--- config.mk ---
export PLATFORM = sky130hd
export DESIGN_NAME = ebcps_seq
export DESIGN_NICKNAME = d
export VERILOG_FILES = /design/src/rtl/ebcps_pkg.sv /design/src/rtl/ebcps_req_if.sv /design/src/rtl/ebcps_timing_sel.sv /design/src/rtl/ebcps_seq.sv
export SDC_FILE = /design/constraint.sdc
export NUM_CORES = 1
export LEC_CHECK = 0
export ABC_AREA = 1
export CAP_MARGIN = 10
export CORE_MARGIN = 2
export CORE_UTILIZATION = 50
export CTS_BUF_LIST = sky130_fd_sc_hd__clkbuf_2
export DETAILED_ROUTE_END_ITERATION = 16
export DONT_BUFFER_PORTS = 1
export PLACE_DENSITY = 0.69
export SYNTH_ARGS = -nofsm -noshare
export SYNTH_HDL_FRONTEND = slang
export SYNTH_SLANG_ARGS = --single-unit
--- constraint.sdc ---
create_clock -name sys_clk -period 3.4 [get_ports sys_clk]
set_input_delay 0.34 -clock sys_clk [delete_from_list [all_inputs] [get_ports sys_clk]]
set_output_delay 0.34 -clock sys_clk [all_outputs]
set_load 0.01 [all_outputs]
--- src/rtl/ebcps_pkg.sv ---
// Package: constants and types for the bus cycle phase sequencer
package ebcps_pkg;
   // Chip select count, timing field widths and bus widths
   localparam int CS_COUNT = 4;
   localparam int CS_IDX_W = 2;
   localparam int SETUP_W = 1;
   localparam int EXTEND_W = 2;
   localparam int CMD_W = 2;
   localparam int WSETUP_W = 1;
   localparam int ACCESS_W = 5;
   localparam int HOLD_W = 2;
   localparam int ADDR_W = 24;
   localparam int DATA_W = 16;
   // Reset values
   localparam logic [ADDR_W-1:0] ADDR_RESET = 24'h000000;
   localparam logic [DATA_W-1:0] DATA_RESET = 16'h0000;
   localparam logic [7:0] WINDOW_RESET = 8'hff;
   localparam logic [5:0] COUNT_RESET = 6'h00;
   // Clock figures
   localparam int SYS_CLK_MHZ = 50;
   localparam int SYS_CLK_PERIOD_NS = 1000 / SYS_CLK_MHZ;

   typedef struct packed {
      logic [SETUP_W-1:0] setup;     // Address setup minus one
      logic [EXTEND_W-1:0] extend;   // Extra setup on window change
      logic [CMD_W-1:0] cmd_delay;   // Command delay periods
      logic [WSETUP_W-1:0] wsetup;   // Write setup / tristate periods
      logic [ACCESS_W-1:0] access;   // Access periods minus one
      logic [HOLD_W-1:0] hold;       // Hold periods
      logic ready_en;                // Ready handshake enable
      logic ready_pol;               // Ready active level
      logic ready_async;             // Ready passes the synchroniser
   } ebcps_timing_t;

   typedef enum logic [2:0] {
      EBCPS_IDLE = 3'b000,
      EBCPS_SETUP = 3'b001,
      EBCPS_CMD = 3'b010,
      EBCPS_WSETUP = 3'b011,
      EBCPS_ACCESS = 3'b100,
      EBCPS_HOLD = 3'b101
   } ebcps_phase_t;
endpackage

--- src/rtl/ebcps_req_if.sv ---
// Interface: request and timing carrier between sequencer parts
`timescale 1ns/1ns
interface ebcps_req_if;
   import ebcps_pkg::*;
   logic [CS_IDX_W-1:0] cs;
   ebcps_timing_t timing;
   modport sel (input cs, output timing);
   modport seq (output cs, input timing);
endinterface

--- src/rtl/ebcps_timing_sel.sv ---
// Chip select timing table: picks the settings for one chip select
`timescale 1ns/1ns
module ebcps_timing_sel
   import ebcps_pkg::*;
(
   input wire ebcps_timing_t chip_select_timing_control [CS_COUNT], // Table
   ebcps_req_if.sel req                                           // Carrier
);
   assign req.timing = chip_select_timing_control[req.cs];
endmodule

--- src/rtl/ebcps_seq.sv ---
// Top: external bus cycle phase sequencer
`timescale 1ns/1ns
// Function
// - Each cycle runs setup, command delay, write setup, access, hold.
// - Phase lengths come from per chip select timing settings.
// - Setup is one or two periods, plus zero to three on window change.
// - Write setup / tristate phase lasts zero or one period.
// - Hold phase lasts zero to three periods.
// - Access lasts 1 to 32 periods, stretched by ready when enabled.
// - Reference clock output is the system clock, fast driver enabled.
module ebcps_seq
   import ebcps_pkg::*;
(
   input wire logic sys_clk,                       // System clock
   input wire logic rst,                           // Async reset, high
   input wire ebcps_timing_t chip_select_timing_control [CS_COUNT], // Table
   input wire logic req_valid,                     // Cycle request
   output logic req_ready,                         // Request taken
   input wire logic [CS_IDX_W-1:0] req_cs,         // Chip select index
   input wire logic [ADDR_W-1:0] req_addr,         // Cycle address
   input wire logic req_write,                     // Write when high
   input wire logic [DATA_W-1:0] req_wdata,        // Write data
   input wire logic [7:0] req_window,              // Address window id
   output logic done,                              // Cycle finished pulse
   output logic [DATA_W-1:0] rdata,                // Read data
   input wire logic ready_pin,                     // Ready handshake pin
   input wire logic [DATA_W-1:0] data_in,          // Bus data input
   output logic [ADDR_W-1:0] bus_addr,             // Address output
   output logic [DATA_W-1:0] data_out,             // Bus data output
   output logic data_oe,                           // Data drive enable
   output logic cs_active,                         // Chip select strobe
   output logic rd_active,                         // Read command
   output logic wr_active,                         // Write command
   output ebcps_phase_t phase,                     // Current phase
   output logic external_clock_output_select,      // Clock source select
   output logic clk_fast_driver_en,                // Fast clock driver
   output logic bus_reference_clock_out            // Reference clock
);
   // =====================================================
   // Timing lookup
   ebcps_req_if req ();
   ebcps_timing_t cur;
   logic [CS_IDX_W-1:0] cs_q;
   logic write_q;
   logic [7:0] window_q;
   logic [5:0] count;
   logic [2:0] rdy_sync;
   logic rdy_pin_act;
   logic rdy_seen;
   logic access_end;
   logic [2:0] setup_len;
   logic req_window_changed;
   logic window_change_q;

   assign req.cs = cs_q;
   ebcps_timing_sel u_sel (
      .chip_select_timing_control(chip_select_timing_control),
      .req(req)
   );
   assign cur = req.timing;

   // =====================================================
   // Reference clock
   assign external_clock_output_select = 1'b1;
   assign clk_fast_driver_en = 1'b1;
   assign bus_reference_clock_out = sys_clk;

   // =====================================================
   // Ready handshake
   always_ff @(posedge sys_clk or posedge rst) begin
      if (rst) begin
         rdy_sync <= 3'h0;
      end else begin
         rdy_sync <= {rdy_sync[1:0], ready_pin};
      end
   end

   // Async mode waits for the agreeing second and third stage
   always_comb begin
      if (cur.ready_async) begin
         rdy_pin_act = (rdy_sync[1] == rdy_sync[2]) &&
                       (rdy_sync[2] == cur.ready_pol);
      end else begin
         rdy_pin_act = (ready_pin == cur.ready_pol);
      end
   end

   assign rdy_seen = !cur.ready_en || rdy_pin_act;
   assign access_end = (count == {1'b0, cur.access}) && rdy_seen;
   assign req_ready = (phase == EBCPS_IDLE);

   // Setup length; window change adds extra periods
   always_comb begin
      setup_len = 3'(cur.setup) + 3'h1;
      if (req_window_changed) begin
         setup_len = setup_len + 3'(cur.extend);
      end
   end

   assign req_window_changed = window_change_q;

   // =====================================================
   // Phase sequencer
   always_ff @(posedge sys_clk or posedge rst) begin
      if (rst) begin
         phase <= EBCPS_IDLE;
         count <= COUNT_RESET;
      end else begin
         unique case (phase)
            EBCPS_IDLE: begin
               count <= COUNT_RESET;
               if (req_valid) begin
                  phase <= EBCPS_SETUP;
               end
            end
            EBCPS_SETUP: begin
               if (count == 6'(setup_len) - 6'h1) begin
                  count <= COUNT_RESET;
                  if (cur.cmd_delay != 2'h0) begin
                     phase <= EBCPS_CMD;
                  end else if (cur.wsetup != 1'b0) begin
                     phase <= EBCPS_WSETUP;
                  end else begin
                     phase <= EBCPS_ACCESS;
                  end
               end else begin
                  count <= count + 6'h1;
               end
            end
            EBCPS_CMD: begin
               if (count == 6'(cur.cmd_delay) - 6'h1) begin
                  count <= COUNT_RESET;
                  phase <= cur.wsetup ? EBCPS_WSETUP : EBCPS_ACCESS;
               end else begin
                  count <= count + 6'h1;
               end
            end
            EBCPS_WSETUP: begin
               count <= COUNT_RESET;
               phase <= EBCPS_ACCESS;
            end
            EBCPS_ACCESS: begin
               if (access_end) begin
                  count <= COUNT_RESET;
                  phase <= (cur.hold != 2'h0) ? EBCPS_HOLD : EBCPS_IDLE;
               end else if (count != {1'b0, cur.access}) begin
                  count <= count + 6'h1;
               end
            end
            EBCPS_HOLD: begin
               if (count == 6'(cur.hold) - 6'h1) begin
                  count <= COUNT_RESET;
                  phase <= EBCPS_IDLE;
               end else begin
                  count <= count + 6'h1;
               end
            end
            default: begin
               phase <= EBCPS_IDLE;
               count <= COUNT_RESET;
            end
         endcase
      end
   end

   // =====================================================
   // Request capture and window tracking
   always_ff @(posedge sys_clk or posedge rst) begin
      if (rst) begin
         cs_q <= '0;
         write_q <= 1'b0;
         bus_addr <= ADDR_RESET;
         data_out <= DATA_RESET;
         window_q <= WINDOW_RESET;
         window_change_q <= 1'b0;
      end else if (phase == EBCPS_IDLE && req_valid) begin
         cs_q <= req_cs;
         write_q <= req_write;
         bus_addr <= req_addr;
         data_out <= req_wdata;
         window_q <= req_window;
         window_change_q <= (req_window != window_q);
      end
   end

   // =====================================================
   // Bus strobes and read data
   always_ff @(posedge sys_clk or posedge rst) begin
      if (rst) begin
         cs_active <= 1'b0;
         rd_active <= 1'b0;
         wr_active <= 1'b0;
         data_oe <= 1'b0;
         done <= 1'b0;
         rdata <= DATA_RESET;
      end else begin
         done <= (phase == EBCPS_ACCESS) && access_end &&
                 (cur.hold == 2'h0);
         if (phase == EBCPS_HOLD && count == 6'(cur.hold) - 6'h1) begin
            done <= 1'b1;
         end
         cs_active <= (phase == EBCPS_IDLE) ? req_valid :
                      !(phase == EBCPS_HOLD &&
                        count == 6'(cur.hold) - 6'h1) &&
                      !(phase == EBCPS_ACCESS && access_end &&
                        cur.hold == 2'h0);
         // Command asserted through the access phase only
         rd_active <= !write_q && (phase == EBCPS_ACCESS ? !access_end :
                      (next_enters_access()));
         wr_active <= write_q && (phase == EBCPS_ACCESS ? !access_end :
                      (next_enters_access()));
         data_oe <= write_q && (phase != EBCPS_IDLE) &&
                    !(phase == EBCPS_HOLD &&
                      count == 6'(cur.hold) - 6'h1) &&
                    !(phase == EBCPS_ACCESS && access_end &&
                      cur.hold == 2'h0);
         if (phase == EBCPS_ACCESS && access_end && !write_q) begin
            rdata <= data_in;
         end
      end
   end

   function automatic logic next_enters_access();
      logic r;
      r = 1'b0;
      if (phase == EBCPS_WSETUP) begin
         r = 1'b1;
      end else if (phase == EBCPS_CMD) begin
         r = (count == 6'(cur.cmd_delay) - 6'h1) && !cur.wsetup;
      end else if (phase == EBCPS_SETUP) begin
         r = (count == 6'(setup_len) - 6'h1) && cur.cmd_delay == 2'h0 &&
             !cur.wsetup;
      end
      return r;
   endfunction
endmodule

==> flow_summary_export.csv <==
group,metric,value,unit
timing,fmax,0.324,GHz
route,drtAntennaViolNets,0,
critical_path,crit_required,3800,ps
global_routing,grt_pass1_wl,19800,um
synth,synth_seq_cells,85,
hold_path,hold_path_class,"in2reg",
clock_network,cts_buffers,9,
clock_network,clockBufferDepth,2,
critical_path,critPathSlowestCell,"dfrtp_2",
floorplan,rows,34,
cells_and_area,fillers,781,
placed_design,placed_cells,706,
job,maxCapViolCount,0,
route,dr.pass1.iters,5,
critical_path,crit_type,"reg2reg",
route,wl,12000,um
pwr,power,4730,uW
clock_network,cts_htree_levels,3,
route,drc,0,
synth,synthMuxAreaShare,0,%
clock_network,clk_pin_slew_worst_paths,240,ps
synth,synth_xor_area_share,2.50,%
critical_path,arrival,3490,ps
clock_network,clock_tree.root_cell,"clkbuf_2",
clock_network,clkSinkCount,85,
synth,synth_cells,619,
clock_network,cts_tree,"done",
critical_path,startpoint_type,"flop",
synth,synth_top_family_by_area,"simple AND/OR/NAND/NOR gates",
route,drt_iter0_markers,201,
placed_design,dp_hpwl,8030,um
cells_and_area,layout_common_cells,"293 x nand2_1, 76 x dfrtp_1, 69 x dlygate4sd3_1",
global_routing,grtUsageTotal,24.8,%
global_routing,grt_antenna_before_repair,0,
synth,synth_compound_area_share,7.04,%
cells_and_area,multi_input_area,2140,um^2
run_status,status,"finished clean",
timing,finalCriticalPeriod,3090,ps
cells_and_area,diodes,0,
placed_design,io_buffers,0,
timing,setup_viol,0,
floorplan,die_w,99.4,um
timing,worstMarginPinSlew,786,ps
global_routing,globalRoute.totalOverflow,0,
floorplan,die-area,9880,um^2
cells_and_area,seqCellArea,2140,um^2
global_routing,grt_pass1_vias,4296,
timing,worst_hold_slack,119,ps
route,via_per_inst,5.33,
pwr,ir_worst_vdd,497,uV
synth,synth_cell_types,38,
pwr,p_per_area,864,nW/um^2
critical_path,path_max_fanout,8,
critical_path,path_cells,"buf_4 -> nand2_1 -> nand3_1 -> nand2_2 -> ha_1 -> inv_1 -> fa_1 -> nand2_1 -> nand2_1 -> ha_1 -> inv_1 -> nand2_1 -> nand2_1 -> nand2_1 -> a21oi_1 -> nand4_1 -> nand2_1 -> nand3_2 -> nand3_1 -> nand2_1",
placed_design,gp_congestion,0.889,
cells_and_area,finalNonFillerCells,794,
timing,maxSlewViolCount,0,
synth,synth_area_per_cell,7.35,um^2
timing,timing.slew.headroom,47.5,%
synth,seq_area_frac_synth,46.9,%
cells_and_area,drive_gt1_share,7.29,%
critical_path,cpMostUsedCell,"nand2_1",
timing,setup_ws,315,ps
route,vias,4231,
floorplan,num_io_pins,203,
cells_and_area,layout_commonest_cell,"nand2_1",
synth,synthSimpleGateAreaFrac,35.0,%
placed_design,dp_slack,217,ps
timing,hold_viol_final,0,
timing,skew,33.2,ps
floorplan,coreArea,8760,um^2
route,routedWlPerCell,15.2,um
floorplan,die_h,99.4,um
timing,finalCritPeriodShare,90.7,%
synth,synthAdderAreaFrac,2.09,%
cells_and_area,syn_to_final_growth,20.2,%
synth,syn_area,4550,um^2
critical_path,cp-end-kind,"flop",
critical_path,slowest_delay,540,ps
cells_and_area,nets,823,
synth,yosysWarnings,0,
floorplan,initial_core_util,51.9,%
clock_network,clock_latency,510,ps
global_routing,grt_max_degree,56,
pwr,p_leak,0.00286,uW
==> report_power, final <==
| part | internal (uW) | total [uW] | switching, uW | leakage (uW) |
|---|---|---|---|---|
| clock | 252 | 601 | 349 | 0.0000788 |
| combinational | 846 | 2220 | 1380 | 0.00171 |
| sequential | 1420 | 1910 | 484 | 0.00107 |
| total | 2520 | 4730 | 2210 | 0.00286 |
==> layout make-up <==
class | count | share of cell area (%)
Clock buffer | 11 | 1.01
Clock inverter | 5 | 1.53
Inverter | 38 | 2.72
Multi-Input combinational cell | 468 | 39.1
Sequential cell | 85 | 39.1
Tap cell | 108 | 2.47
Timing Repair Buffer | 79 | 14.1
==> what timing repair did <==
item / CTS / global route
endpoints found under the hold margin: 105 / 0
buffers inserted: 0 / 3
hold buffers: 69 / 0
endpoints found under the setup margin: 0 / 11
gates resized for setup: 0 / 6
==> worst max-delay path: cells and delay by family (launching register included) <==
kind	cells	cell delay, ps
compound gates	1	180
fa+ha+maj	3	800
buf+inv	3	270
flops	1	540
simple gates	13	1190
==> final timing paths <==
path                                    start                  to  slack [ps]  cells after the start
worst max-delay path                  cs_q[0]            count[2]         310                     20
worst min-delay path            req_window[4]  req_window_changed         120                      4
worst max register to register        cs_q[0]            count[2]         310                     20
worst min register to register    rdy_sync[0]         rdy_sync[1]         390                      0
max in group asynchronous                 rst         window_q[5]        2240                      3
min in group asynchronous                 rst            rdata[2]         320                      2
==> Yosys cell counts, drive strengths merged <==
library cell / number / area share (%)
nor4: 2 / 0.27
buf: 16 / 2.1
conb: 1 / 0.082
o211ai: 1 / 0.16
a21oi: 14 / 1.5
o221ai: 1 / 0.19
o22a: 1 / 0.22
o21bai: 1 / 0.16
o22ai: 2 / 0.27
fa: 1 / 0.44
xnor2: 4 / 0.77
or2: 1 / 0.14
nor2: 27 / 2.4
dfstp: 8 / 4.6
xor2: 9 / 1.7
ha: 6 / 1.6
nand3: 50 / 5.7
clkinv: 2 / 0.16
a32o: 3 / 0.66
nand3b: 3 / 0.49
o21ai: 33 / 3.6
nor3: 5 / 0.66
o2111ai: 1 / 0.19
clkbuf: 13 / 1.1
nand4: 6 / 0.82
nand2: 295 / 24
dfrtp: 77 / 42
inv: 36 / 3.0
==> through the flow <==
step	TNS [ps]	instance area (um^2)	util [%]
after floorplan	0	4560	-
final	0	5470	62.5
after global routing	-35.0	5470	62.5
after detailed placement	0	4610	52.6
after CTS	0	5440	62.1
after global placement	0	4610	52.6
==> layer usage <==
layer	track usage (%)	share of wire [%]	vias to the layer above
met5	0	0	-
li1	-	-	2080
met3	6.32	6.7	23
met1	29.7	40	1965
met2	43.6	51	163
met4	8.75	2.2	0
==> flip-flops by register name, indices dropped and copies added (netlist names), 2 cells and up <==
| register | flops |
|---|---|
| bus_addr | 24 |
| count | 6 |
| cs_q | 2 |
| data_out | 16 |
| phase | 3 |
| rdata | 16 |
| rdy_sync | 3 |
| window_q | 8 |
==> cell families (layout without fill, tap and decap cells) <==
kind of cell,Yosys count,after routing
simple gates,389,389
fa+ha+maj,7,7
buf+inv,67,133
compound gates,57,57
other cells,1,2
xor+xnor,13,13
flops,85,85
Note: power is estimated with default switching activity, not from simulation.
